--- src/pkg/fps_pkg.sv ---
package fps_pkg;

    // ----------------------------------------------------------------
    // duty levels and ramp
    // ----------------------------------------------------------------
    localparam int unsigned DUTY_W = 8;
    localparam logic [DUTY_W-1:0] DUTY_FULL = 8'hFF;
    localparam logic [DUTY_W-1:0] RAMP_TOP = 8'hFF;
    localparam int unsigned PRE_W = 24;

    // ----------------------------------------------------------------
    // timing
    // ----------------------------------------------------------------
    localparam int unsigned CLK_HZ = 125_000_000;
    localparam int unsigned CLK_PERIOD_NS = 8;
    localparam int unsigned PWM_HZ = 30;
    localparam int unsigned RAMP_STEPS = 256;
    localparam int unsigned STEP_CLKS_DEF = CLK_HZ / (PWM_HZ * RAMP_STEPS);
    localparam int unsigned BLANK_NS = 10_000;
    localparam int unsigned BLANK_CLKS = (BLANK_NS + CLK_PERIOD_NS - 1) / CLK_PERIOD_NS;
    localparam int unsigned BLANK_W = 11;

    // ----------------------------------------------------------------
    // sequencer cycle counts
    // ----------------------------------------------------------------
    localparam int unsigned CNT_W = 6;
    localparam logic [CNT_W-1:0] STARTUP_LAST = 6'h1F;
    localparam logic [CNT_W-1:0] MISSING_LAST = 6'h1F;
    localparam logic [CNT_W-1:0] DIAG_LAST = 6'h02;
    localparam logic [CNT_W-1:0] CNT_ZERO = 6'h00;
    localparam logic [CNT_W-1:0] CNT_ONE = 6'h01;

    typedef enum logic [2:0] {
        ST_SHDN,
        ST_START1,
        ST_START2,
        ST_RUN,
        ST_DIAG,
        ST_RETRY,
        ST_FAULT
    } fps_state_t;

    // ----------------------------------------------------------------
    // register port
    // ----------------------------------------------------------------
    localparam int unsigned ADDR_W = 4;
    localparam logic [ADDR_W-1:0] OFS_CTRL = 4'h0;
    localparam logic [ADDR_W-1:0] OFS_STATUS = 4'h4;
    localparam int unsigned CTRL_THR_LSB = 0;
    localparam int unsigned CTRL_SOFT_SHDN = 8;
    localparam logic [DUTY_W-1:0] THR_RESET = 8'hFE;
    localparam int unsigned ST_STATE_LSB = 0;
    localparam int unsigned ST_FAULT_N = 4;
    localparam int unsigned ST_DRIVE = 5;
    localparam int unsigned ST_OVERTEMP = 6;
    localparam int unsigned ST_CNT_LSB = 8;
    localparam int unsigned ST_DUTY_LSB = 16;

    function automatic logic [DUTY_W-1:0] max_level(input logic [DUTY_W-1:0] a,
                                                      input logic [DUTY_W-1:0] b);
        max_level = (a > b) ? a : b;
    endfunction

endpackage

--- src/pkg/fps_ramp_if.sv ---
`timescale 1ns/10ps
interface fps_ramp_if;
    logic [fps_pkg::DUTY_W-1:0] ramp;
    logic cycle_tick;
    modport src (output ramp, output cycle_tick);
    modport snk (input ramp, input cycle_tick);
endinterface

--- src/hw/fps_pwm_ramp.sv ---
`timescale 1ns/10ps
module fps_pwm_ramp #(
    parameter int unsigned STEP_CLKS = fps_pkg::STEP_CLKS_DEF
) (
    input wire logic clock,
    input wire logic reset,
    fps_ramp_if.src rmp
);

    // ----------------------------------------------------------------
    // prescaler and ramp
    // ----------------------------------------------------------------
    localparam logic [fps_pkg::PRE_W-1:0] PRE_LAST = fps_pkg::PRE_W'(STEP_CLKS - 1);

    logic [fps_pkg::PRE_W-1:0] pre_r;
    logic [fps_pkg::PRE_W-1:0] pre_nxt;
    logic [fps_pkg::DUTY_W-1:0] ramp_r;
    logic [fps_pkg::DUTY_W-1:0] ramp_nxt;
    logic tick_r;
    logic tick_nxt;

    always_comb begin
        pre_nxt = pre_r + 1'b1;
        ramp_nxt = ramp_r;
        tick_nxt = 1'b0;
        if (pre_r == PRE_LAST) begin
            pre_nxt = '0;
            ramp_nxt = ramp_r + 1'b1;
            // one pulse per ramp wrap marks a new pwm cycle
            tick_nxt = (ramp_r == fps_pkg::RAMP_TOP);
        end
    end

    always_ff @(posedge clock) begin
        if (reset) begin
            pre_r <= '0;
            ramp_r <= '0;
            tick_r <= 1'b0;
        end else begin
            pre_r <= pre_nxt;
            ramp_r <= ramp_nxt;
            tick_r <= tick_nxt;
        end
    end

    assign rmp.ramp = ramp_r;
    assign rmp.cycle_tick = tick_r;

endmodule

--- src/hw/fps_supervisor.sv ---
// Contract
// - after power-up or shutdown release, drive fan fully on for 32 pwm cycles
// - pulse in first start-up enters run; else retry once, then fan fault
// - normal operation loops per pwm cycle, exits only to shutdown or fault
// - clear missing-pulse count at loop start and on every detected pulse
// - shutdown request forces zero duty, fault output inactive, leaves run
// - shutdown release resumes exactly like power-up, with start-up timer
// - fault output follows over-temperature in normal operation, no latch
// - duty each cycle follows the larger of temperature and minimum levels
// - level zero gives zero duty, full-scale level gives full duty
// - missing-pulse timeout runs 3-cycle diagnostic; pulse returns to run
// - no pulse in diagnostic runs 32-cycle start-up retry; pulse returns
// - retry with no pulse leaves normal operation into fan fault
// - fan fault holds fault output low and fan output off, latched
// - fan fault clears only by shutdown request then release, or power cycle
// - sense edges become pulses; no pulses outside shutdown means fault
// - missing-pulse detector times out after 32 pwm cycles with no pulse
// - diagnostic period drives fan output continuously high
// - sense pulses right after fan output switches on are blanked
`timescale 1ns/10ps
module fps_supervisor #(
    parameter int unsigned STEP_CLKS = fps_pkg::STEP_CLKS_DEF
) (
    input wire logic clock,
    input wire logic reset,
    input wire logic [fps_pkg::DUTY_W-1:0] temp_control_level,
    input wire logic [fps_pkg::DUTY_W-1:0] min_speed_level,
    input wire logic shutdown_req,
    input wire logic sense_in,
    output logic fan_drive_out,
    output logic fault_n,
    input wire logic [fps_pkg::ADDR_W-1:0] reg_addr,
    input wire logic [31:0] reg_wdata,
    input wire logic reg_wr,
    input wire logic reg_rd,
    output logic [31:0] reg_rdata
);

    // ----------------------------------------------------------------
    // pwm time base
    // ----------------------------------------------------------------
    fps_ramp_if rmp ();

    fps_pwm_ramp #(
        .STEP_CLKS(STEP_CLKS)
    ) u_ramp (
        .clock(clock),
        .reset(reset),
        .rmp(rmp.src)
    );

    logic tick;
    assign tick = rmp.cycle_tick;

    // ----------------------------------------------------------------
    // register port
    // ----------------------------------------------------------------
    logic [fps_pkg::DUTY_W-1:0] thr_r;
    logic [fps_pkg::DUTY_W-1:0] thr_nxt;
    logic soft_shdn_r;
    logic soft_shdn_nxt;
    logic [31:0] rdata_r;
    logic [31:0] rdata_nxt;

    fps_pkg::fps_state_t state_r;
    fps_pkg::fps_state_t state_nxt;
    logic [fps_pkg::CNT_W-1:0] cnt_r;
    logic [fps_pkg::CNT_W-1:0] cnt_nxt;
    logic [fps_pkg::DUTY_W-1:0] duty_r;
    logic [fps_pkg::DUTY_W-1:0] duty_nxt;
    logic shdn_r;
    logic shdn_nxt;
    logic overtemp_r;
    logic overtemp_nxt;
    logic drive_r;
    logic drive_nxt;
    logic fault_n_r;
    logic fault_n_nxt;

    always_comb begin
        thr_nxt = thr_r;
        soft_shdn_nxt = soft_shdn_r;
        rdata_nxt = '0;
        if (reg_wr && reg_addr == fps_pkg::OFS_CTRL) begin
            thr_nxt = reg_wdata[fps_pkg::CTRL_THR_LSB +: fps_pkg::DUTY_W];
            soft_shdn_nxt = reg_wdata[fps_pkg::CTRL_SOFT_SHDN];
        end
        if (reg_rd) begin
            unique case (reg_addr)
                fps_pkg::OFS_CTRL: begin
                    rdata_nxt[fps_pkg::CTRL_THR_LSB +: fps_pkg::DUTY_W] = thr_r;
                    rdata_nxt[fps_pkg::CTRL_SOFT_SHDN] = soft_shdn_r;
                end
                fps_pkg::OFS_STATUS: begin
                    rdata_nxt[fps_pkg::ST_STATE_LSB +: $bits(fps_pkg::fps_state_t)] = state_r;
                    rdata_nxt[fps_pkg::ST_FAULT_N] = fault_n_r;
                    rdata_nxt[fps_pkg::ST_DRIVE] = drive_r;
                    rdata_nxt[fps_pkg::ST_OVERTEMP] = overtemp_r;
                    rdata_nxt[fps_pkg::ST_CNT_LSB +: fps_pkg::CNT_W] = cnt_r;
                    rdata_nxt[fps_pkg::ST_DUTY_LSB +: fps_pkg::DUTY_W] = duty_r;
                end
                default: begin
                    rdata_nxt = '0;
                end
            endcase
        end
    end

    always_ff @(posedge clock) begin
        if (reset) begin
            thr_r <= fps_pkg::THR_RESET;
            soft_shdn_r <= 1'b0;
            rdata_r <= '0;
        end else begin
            thr_r <= thr_nxt;
            soft_shdn_r <= soft_shdn_nxt;
            rdata_r <= rdata_nxt;
        end
    end

    assign reg_rdata = rdata_r;

    // ----------------------------------------------------------------
    // sense pulse shaping and blanking
    // ----------------------------------------------------------------
    logic sense_d_r;
    logic sense_d_nxt;
    logic [fps_pkg::BLANK_W-1:0] blank_r;
    logic [fps_pkg::BLANK_W-1:0] blank_nxt;
    logic pulse_r;
    logic pulse_nxt;
    logic sense_ok;
    logic pulse_seen;

    localparam logic [fps_pkg::BLANK_W-1:0] BLANK_LOAD =
        fps_pkg::BLANK_W'(fps_pkg::BLANK_CLKS);

    always_comb begin
        sense_d_nxt = sense_in;
        blank_nxt = blank_r;
        if (drive_nxt && !drive_r) begin
            blank_nxt = BLANK_LOAD;
        end else if (blank_r != '0) begin
            blank_nxt = blank_r - 1'b1;
        end
        // rising sense edge outside the blanking window and outside shutdown
        sense_ok = sense_in && !sense_d_r && (blank_r == '0)
                   && state_r != fps_pkg::ST_SHDN;
        pulse_seen = pulse_r | sense_ok;
        // a pulse landing on the tick is used by this decision, not lost
        pulse_nxt = tick ? 1'b0 : pulse_seen;
    end

    always_ff @(posedge clock) begin
        if (reset) begin
            sense_d_r <= 1'b0;
            blank_r <= '0;
            pulse_r <= 1'b0;
        end else begin
            sense_d_r <= sense_d_nxt;
            blank_r <= blank_nxt;
            pulse_r <= pulse_nxt;
        end
    end

    // ----------------------------------------------------------------
    // per-cycle sampling of levels and requests
    // ----------------------------------------------------------------
    always_comb begin
        shdn_nxt = shdn_r;
        overtemp_nxt = overtemp_r;
        duty_nxt = duty_r;
        if (tick) begin
            shdn_nxt = shutdown_req | soft_shdn_r;
            overtemp_nxt = temp_control_level > thr_r;
            duty_nxt = fps_pkg::max_level(temp_control_level, min_speed_level);
        end
    end

    always_ff @(posedge clock) begin
        if (reset) begin
            shdn_r <= 1'b0;
            overtemp_r <= 1'b0;
            duty_r <= '0;
        end else begin
            shdn_r <= shdn_nxt;
            overtemp_r <= overtemp_nxt;
            duty_r <= duty_nxt;
        end
    end

    // ----------------------------------------------------------------
    // sequencer, one decision per pwm cycle
    // ----------------------------------------------------------------
    always_comb begin
        state_nxt = state_r;
        cnt_nxt = cnt_r;
        if (tick) begin
            cnt_nxt = cnt_r + fps_pkg::CNT_ONE;
            if (shdn_nxt && state_r != fps_pkg::ST_SHDN) begin
                state_nxt = fps_pkg::ST_SHDN;
                cnt_nxt = fps_pkg::CNT_ZERO;
            end else begin
                unique case (state_r)
                    fps_pkg::ST_SHDN: begin
                        cnt_nxt = fps_pkg::CNT_ZERO;
                        if (!shdn_nxt) begin
                            state_nxt = fps_pkg::ST_START1;
                        end
                    end
                    fps_pkg::ST_START1: begin
                        if (pulse_seen) begin
                            state_nxt = fps_pkg::ST_RUN;
                            cnt_nxt = fps_pkg::CNT_ZERO;
                        end else if (cnt_r == fps_pkg::STARTUP_LAST) begin
                            state_nxt = fps_pkg::ST_START2;
                            cnt_nxt = fps_pkg::CNT_ZERO;
                        end
                    end
                    fps_pkg::ST_START2: begin
                        if (pulse_seen) begin
                            state_nxt = fps_pkg::ST_RUN;
                            cnt_nxt = fps_pkg::CNT_ZERO;
                        end else if (cnt_r == fps_pkg::STARTUP_LAST) begin
                            state_nxt = fps_pkg::ST_FAULT;
                            cnt_nxt = fps_pkg::CNT_ZERO;
                        end
                    end
                    fps_pkg::ST_RUN: begin
                        if (pulse_seen) begin
                            cnt_nxt = fps_pkg::CNT_ZERO;
                        end else if (cnt_r == fps_pkg::MISSING_LAST) begin
                            state_nxt = fps_pkg::ST_DIAG;
                            cnt_nxt = fps_pkg::CNT_ZERO;
                        end
                    end
                    fps_pkg::ST_DIAG: begin
                        if (pulse_seen) begin
                            state_nxt = fps_pkg::ST_RUN;
                            cnt_nxt = fps_pkg::CNT_ZERO;
                        end else if (cnt_r == fps_pkg::DIAG_LAST) begin
                            state_nxt = fps_pkg::ST_RETRY;
                            cnt_nxt = fps_pkg::CNT_ZERO;
                        end
                    end
                    fps_pkg::ST_RETRY: begin
                        if (pulse_seen) begin
                            state_nxt = fps_pkg::ST_RUN;
                            cnt_nxt = fps_pkg::CNT_ZERO;
                        end else if (cnt_r == fps_pkg::STARTUP_LAST) begin
                            state_nxt = fps_pkg::ST_FAULT;
                            cnt_nxt = fps_pkg::CNT_ZERO;
                        end
                    end
                    fps_pkg::ST_FAULT: begin
                        cnt_nxt = fps_pkg::CNT_ZERO;
                    end
                    default: begin
                        state_nxt = fps_pkg::ST_SHDN;
                        cnt_nxt = fps_pkg::CNT_ZERO;
                    end
                endcase
            end
        end
    end

    always_ff @(posedge clock) begin
        if (reset) begin
            state_r <= fps_pkg::ST_START1;
            cnt_r <= fps_pkg::CNT_ZERO;
        end else begin
            state_r <= state_nxt;
            cnt_r <= cnt_nxt;
        end
    end

    // ----------------------------------------------------------------
    // fan drive and fault outputs
    // ----------------------------------------------------------------
    always_comb begin
        drive_nxt = 1'b0;
        fault_n_nxt = 1'b1;
        unique case (state_r)
            fps_pkg::ST_START1,
            fps_pkg::ST_START2,
            fps_pkg::ST_RETRY: begin
                drive_nxt = 1'b1;
                fault_n_nxt = !overtemp_r;
            end
            fps_pkg::ST_DIAG: begin
                drive_nxt = 1'b1;
                fault_n_nxt = !overtemp_r;
            end
            fps_pkg::ST_RUN: begin
                // zero level never on, full-scale level always on
                drive_nxt = (duty_r == fps_pkg::DUTY_FULL)
                            || (rmp.ramp < duty_r);
                fault_n_nxt = !overtemp_r;
            end
            fps_pkg::ST_FAULT: begin
                drive_nxt = 1'b0;
                fault_n_nxt = 1'b0;
            end
            default: begin
                drive_nxt = 1'b0;
                fault_n_nxt = 1'b1;
            end
        endcase
    end

    always_ff @(posedge clock) begin
        if (reset) begin
            drive_r <= 1'b0;
            fault_n_r <= 1'b1;
        end else begin
            drive_r <= drive_nxt;
            fault_n_r <= fault_n_nxt;
        end
    end

    assign fan_drive_out = drive_r;
    assign fault_n = fault_n_r;

endmodule

--- config.mk ---
export PLATFORM = sky130hd
export DESIGN_NAME = fps_supervisor
export DESIGN_NICKNAME = d
export VERILOG_FILES = /design/src/pkg/fps_pkg.sv /design/src/pkg/fps_ramp_if.sv /design/src/hw/fps_pwm_ramp.sv /design/src/hw/fps_supervisor.sv
export SDC_FILE = /design/constraint.sdc
export NUM_CORES = 1
export LEC_CHECK = 0
export BUFFER_PORTS_ARGS = -buffer_cell sky130_fd_sc_hd__buf_2
export CORE_UTILIZATION = 35
export DETAILED_ROUTE_END_ITERATION = 8
export GPL_TIMING_DRIVEN = 0
export SETUP_SLACK_MARGIN = 0.4
export SLEW_MARGIN = 10
export SYNTH_ARGS = -nofsm -noshare
export SYNTH_HDL_FRONTEND = slang
export SYNTH_SLANG_ARGS = --single-unit
--- constraint.sdc ---
create_clock -name clock -period 2.4 [get_ports clock]
set_clock_uncertainty 0.05 [all_clocks]
set_input_delay 0 -clock clock [delete_from_list [all_inputs] [get_ports clock]]
set_output_delay 0 -clock clock [all_outputs]
set_load 0.1 [all_outputs]
==> results of run 1 <==
## layout make-up
| type | instances | area share [%] |
|---|---|---|
| clock buffers | 9 | 3.52 |
| clock inverters | 7 | 1.55 |
| multi-input cells | 422 | 45.6 |
| plain buffers | 30 | 2.62 |
| repair buffers | 95 | 10.0 |
| flip-flops and latches | 98 | 30.9 |
| well taps | 180 | 3.52 |
| inverters | 39 | 2.33 |
## report_power, final
group | internal (mW) | switching (mW)
Clock | 0.923 | 0.652
Combinational | 0.229 | 0.309
Sequential | 1.67 | 0.0546
Total | 2.82 | 1.02
## cells by family after synthesis
group,synth area share [%]
simple gates,24.6
flops,39.5
compound gates,12.9
buf+inv,6.04
xor+xnor,5.99
fa+ha+maj,7.30
mux,3.65
other cells,0.0755
## cells in the mapped netlist, drive strengths merged (2+ instances only)
cell | instances | share of area (%)
dfxtp | 98 | 39
nor2 | 63 | 4.8
inv | 38 | 2.9
nand2 | 38 | 2.9
nand3 | 37 | 4.0
ha | 29 | 7.3
nor3 | 29 | 3.0
o21ai | 24 | 2.4
xor2 | 18 | 3.2
a21oi | 17 | 1.7
mux2i | 17 | 3.4
xnor2 | 16 | 2.8
buf | 15 | 2.0
clkbuf | 15 | 1.1
nand4 | 14 | 1.9
nor4 | 12 | 2.2
a21o | 9 | 1.4
and3 | 9 | 1.2
a311oi | 8 | 1.4
and2 | 7 | 0.88
nor2b | 7 | 0.88
or3 | 7 | 0.98
o211ai | 6 | 0.91
o21a | 6 | 0.91
a211o | 4 | 0.70
or2 | 4 | 0.50
nand2b | 3 | 0.38
o31ai | 3 | 0.45
a31oi | 2 | 0.25
nor3b | 2 | 0.30
o2111ai | 2 | 0.35
o22ai | 2 | 0.25
## per-stage QoR
step,worst slack [ns],cell area [sq um]
after detailed placement,0.0952,5510
after CTS,0.323,6220
final,0.355,6390
after global routing,0.255,6390
after global placement,0.135,5510
after floorplan,0.442,5000
## critical path, stage by stage (launching register included)
cell and delay [ns]:
dfxtp_4 0.36, nor4_4 0.30, nand3_2 0.15, nor4_4 0.25, buf_4 0.16, nand4_2 0.14
or4_4 0.45, a21oi_2 0.13
## repair_timing
item / in CTS / in global routing
resized for setup: 20 / 40
endpoints found under the hold margin: 18 / 0
pin swaps: 8 / 13
buffers inserted: 4 / 8
hold buffers: 26 / 0
setup endpoints to repair: 36 / 52
## state kept, by name, summed over array words and instances (netlist names), 3 cells and up
| register | flops |
|---|---|
| thr_r | 8 |
| cnt_r | 6 |
| u_ramp.rmp.ramp | 8 |
| u_ramp.pre_r | 24 |
| state_r | 3 |
| reg_rdata | 22 |
| blank_r | 11 |
| duty_r | 8 |
## layer usage
| metal | GRT usage, % | routed length (um) |
|---|---|---|
| met1 | 23.2 | 5990 |
| met2 | 29.1 | 5940 |
| met3 | 2.82 | 584 |
| met4 | 6.79 | 321 |
| met5 | 0 | 0 |
## worst max path at each step
stage                     startpoint                  to  slack [ns]
floorplan            u_ramp.pre_r[2]  u_ramp.rmp.ramp[7]        0.44
global placement    u_ramp.pre_r[19]     u_ramp.pre_r[8]        0.13
detailed placement  u_ramp.pre_r[19]    u_ramp.pre_r[15]         0.1
CTS                 u_ramp.pre_r[14]  u_ramp.rmp.ramp[7]        0.32
global route              blank_r[0]          state_r[1]        0.26
finish              u_ramp.pre_r[19]  u_ramp.rmp.ramp[7]        0.35
==> results.md, run 1 <==
* Clock sinks at 98
* Fin nets at 782
* Number of fillers in the final layout at 1,352
* Netlist cell types at 61
* Top FF cell, synth: dfxtp_1
* R2r startpoint: u_ramp.pre_r[19]
* # setup viols final at 0
* Wirelength per Cell at 14.6 um
* Post-Syn Area at 0.00497 sq mm
* HP Start: reg_addr[2]
* Crit path launch type: flip-flop
* Post-DP HPWL at 9.34 mm
* MaxCap Viol Count at 0
* Placed insts at 826
* Die ar. at 0.0147 sq mm
* CTS Root Buffer Type: clkbuf_16
* Maximum vdd drop at 0.000307 V
* Row count at 43
* Final Hold Vio Count at 0
* Multi-input logic area at 0.00291 sq mm
* DIE HEIGHT at 121 um
* Initial core utilization at 35.8%
* Via/cell ratio at 5.17
* Max transition margin at 50.6%
* Worst EP arrival at 2.28 ns
* Worst Max-Slew Pin Slew at 0.742 ns
* Non-Filler Instances at 880
* Setup CP Type: flip-flop to flip-flop
* CTS max path bufs at 2
* Seq/Total Area, Yosys at 39.5%
* Clock Latency Late Sink at 0.34 ns
* Port Buffers at 57
* EDFF count, synth at 0
* Residual DRC at 0
* Post-synth ARST share at 0%
* Yosys warns at 0
* Vias in the first global route at 4,271
* CP max FO at 4
* First-pass GRT wire length at 20.4 mm
* Fin Hold WS at 0.0206 ns
* Crit. End Element: flip-flop
* Largest net degree at the start of global routing at 18
* Worst reg2reg path endpoint: u_ramp.rmp.ramp[7]
* Mean Syn Cell Area at 8.57 sq um
* Hold Path End: reg_rdata[3]
* Syn Inst Count at 580
* Leakage power at 2.75 nW
* Worst Hold Class: primary input to flip-flop
* H-tree Lvls at 3
* IO Pins at 92
* DR vias at 4,548
* Fin crit share at 85.2%
* Die width at 121 um
* Initial antenna violation count at 0
* Drt first pass iters at 5
* Setup TNS at 0 ns
* Outcome: completed
* Core area at 0.0139 sq mm
* P&R area growth vs syn at 28.6%
* Clk pin slew, worst setup/hold paths at 0.07 ns
* Pwr Density at 600 mW/mm^2
* Most frequent cells in the layout: 90 x dfxtp_1, 63 x nor2_1, 60 x buf_2
* GRT overflow at 0
* FMAX at 0.489 GHz
* GRT Total Usage at 17.7%
* Final Wtd Congestion at 0.916
* Register area at 0.00197 sq mm
* Total power at 3.83 mW
* Yosys reg bits at 98
* Max-slew violation count at 0
* Detail Route Antenna Nets at 0
* Num CTS Buffers at 9
* Tmin final at 2.05 ns
* Total Wirelength at 12.8 mm
* R2R depth at 7
* Final core utilization at 46.1%
* Hold path cells at 2
* Unrepaired setup endpoints after global routing: yes
* TritonCTS clock tree: done
* Antenna diodes at 0
* Share of cells above drive strength 1 at 22.1%
* Drt first-iter violations at 326
* Flop2flop setup slack at 0.35 ns
* Commonest non-fill, non-tap cell in the layout: dfxtp_1
* Worst EP required at 2.63 ns
Power figures use the tool's default switching activity.
==> inputs of run 2 (changes only) <==
CORE_UTILIZATION = 28   (was 35)
==> run 2 against run 1 <==
  * Power down 3.1%
  * Non-clock buffer count rose by 6
  * Flip-flop and latch count is the same
  * Sequential share of layout area fell by 0.60 points
  * Hold slack gained 0.0090 ns
  * Worst setup slack improved by 0.0070 ns
  * Largest cell class unchanged
  * Highest routed layer unchanged
==> results.md, run 2 (synthesized netlist as in run 1, its figures left out) <==
* Post-DP HPWL at 8.92 mm (was 9.34 mm)
* Num CTS Buffers at 9 (unchanged)
* DIE HEIGHT at 135 um (was 121 um)
* CTS max path bufs at 2 (unchanged)
* Initial antenna violation count at 0 (unchanged)
* MaxCap Viol Count at 0 (unchanged)
* First-pass GRT wire length at 20.2 mm (was 20.4 mm)
* Core area at 0.0173 sq mm (was 0.0139 sq mm)
* Clock sinks at 98 (unchanged)
* Unrepaired setup endpoints after global routing: yes (unchanged)
* Worst Max-Slew Pin Slew at 0.604 ns (was 0.742 ns)
* Drt first pass iters at 4 (was 5)
* Outcome: completed (unchanged)
* Crit. End Element: flip-flop (unchanged)
* Worst Hold Class: primary input to flip-flop (unchanged)
* # setup viols final at 0 (unchanged)
* Maximum vdd drop at 0.000316 V (was 0.000307 V)
* Worst EP required at 2.63 ns (about the same)
* Commonest non-fill, non-tap cell in the layout: dfxtp_1 (unchanged)
* Antenna diodes at 0 (unchanged)
* Largest Register: u_ramp.pre_r (unchanged)
* Fin nets at 788 (was 782)
* Tmin final at 2.04 ns (was 2.05 ns)
* Crit path launch type: flip-flop (unchanged)
* Share of cells above drive strength 1 at 23.2% (was 22.1%)
* FMAX at 0.491 GHz (was 0.489 GHz)
* Die ar. at 0.0183 sq mm (was 0.0147 sq mm)
* Wirelength per Cell at 13.4 um (was 14.6 um)
* Setup CP Type: flip-flop to flip-flop (unchanged)
* GRT overflow at 0 (unchanged)
* Via/cell ratio at 4.79 (was 5.17)
* Clk pin slew, worst setup/hold paths at 0.07 ns (about the same)
* Worst EP arrival at 2.26 ns (was 2.28 ns)
* Total power at 3.71 mW (was 3.83 mW)
* Most frequent cells in the layout: 87 x dfxtp_1, 63 x nor2_1, 58 x buf_2 (was 90 x dfxtp_1, 63 x nor2_1, 60 x buf_2)
* Clock Latency Late Sink at 0.35 ns (was 0.34 ns)
* Residual DRC at 0 (unchanged)
* DR vias at 4,462 (was 4,548)
* Detail Route Antenna Nets at 0 (unchanged)
* GRT Total Usage at 14.0% (was 17.7%)
* Fin Hold WS at 0.0296 ns (was 0.0206 ns)
* Final Hold Vio Count at 0 (unchanged)
* Pwr Density at 568 mW/mm^2 (was 600 mW/mm^2)
* Port Buffers at 57 (unchanged)
* Initial core utilization at 28.7% (was 35.8%)
* Setup TNS at 0 ns (unchanged)
* Drt first-iter violations at 287 (was 326)
* Fin crit share at 84.9% (was 85.2%)
* Largest register FFs at 24 (unchanged)
* CTS Root Buffer Type: clkbuf_16 (unchanged)
* Max transition margin at 59.7% (was 50.6%)
* Largest net degree at the start of global routing at 17 (was 18)
* Vias in the first global route at 4,199 (was 4,271)
* Max-slew violation count at 0 (unchanged)
* IO Pins at 92 (unchanged)
* TritonCTS clock tree: done (unchanged)
* Die width at 135 um (was 121 um)
* Final Wtd Congestion at 0.897 (was 0.916)
* CP max FO at 4 (unchanged)
* Total Wirelength at 12.4 mm (was 12.8 mm)
* Leakage power at 2.79 nW (was 2.75 nW)
* H-tree Lvls at 3 (unchanged)
* P&R area growth vs syn at 31.6% (was 28.6%)
* Row count at 48 (was 43)
[run 2: timing repair]
item | in CTS | in global routing
resized for setup | 23 | 53
pin swaps | 8 | 18
buffers inserted | 5 | 12
endpoints found under the hold margin | 20 | 0
setup endpoints to repair | 37 | 61
hold buffers | 27 | 0
[run 2: metrics by stage]
stage	setup slack (ns)	std cells	cell area, sq um	util (%)
after global routing	0.249	931	6540	37.8
after floorplan	0.442	589	5000	-
after detailed placement	0.0760	871	5570	32.2
after CTS	0.313	919	6280	36.3
final	0.362	931	6540	37.8
after global placement	0.0410	871	5570	32.2
[run 2: power by group]
group / switching (mW) / total (mW) / internal [mW]
clock network: 0.635 / 1.45 / 0.818
registers: 0.0567 / 1.72 / 1.67
logic: 0.304 / 0.538 / 0.234
total: 0.996 / 3.71 / 2.72
[run 2: layer usage]
layer | wire length (um) | vias up | track usage (%)
met4 | 320 | 0 | 5.99
li1 | - | 2266 | -
met5 | 0 | - | 0
met1 | 5980 | 2063 | 18.4
met3 | 565 | 22 | 3.03
met2 | 5570 | 111 | 21.9
[run 2: critical path: stages, from the launching register on]
cell	delay (ns)
dfxtp_1	0.34
or3_4	0.41
nor4_4	0.32
buf_4	0.18
nand4_4	0.11
or4_4	0.44
a21oi_2	0.12
[run 2: worst paths after layout]
path                                        from               endpoint  slack, ns  depth (start not counted)
worst max-delay path            u_ramp.pre_r[22]     u_ramp.rmp.ramp[7]       0.36                          6
worst min-delay path                       reset  u_ramp.rmp.cycle_tick       0.03                          4
worst max register to register  u_ramp.pre_r[22]     u_ramp.rmp.ramp[7]       0.36                          6
worst min register to register          thr_r[7]               thr_r[7]       0.44                          2
[run 2: final cells by class]
class,instances,area [sq um]
clock buffers,11,233
fillers,1784,10800
multi-input cells,422,2970
repair buffers,101,687
flip-flops and latches,98,1980
plain buffers,30,174
well taps,225,282
clock inverters,5,63.8
inverters,39,146
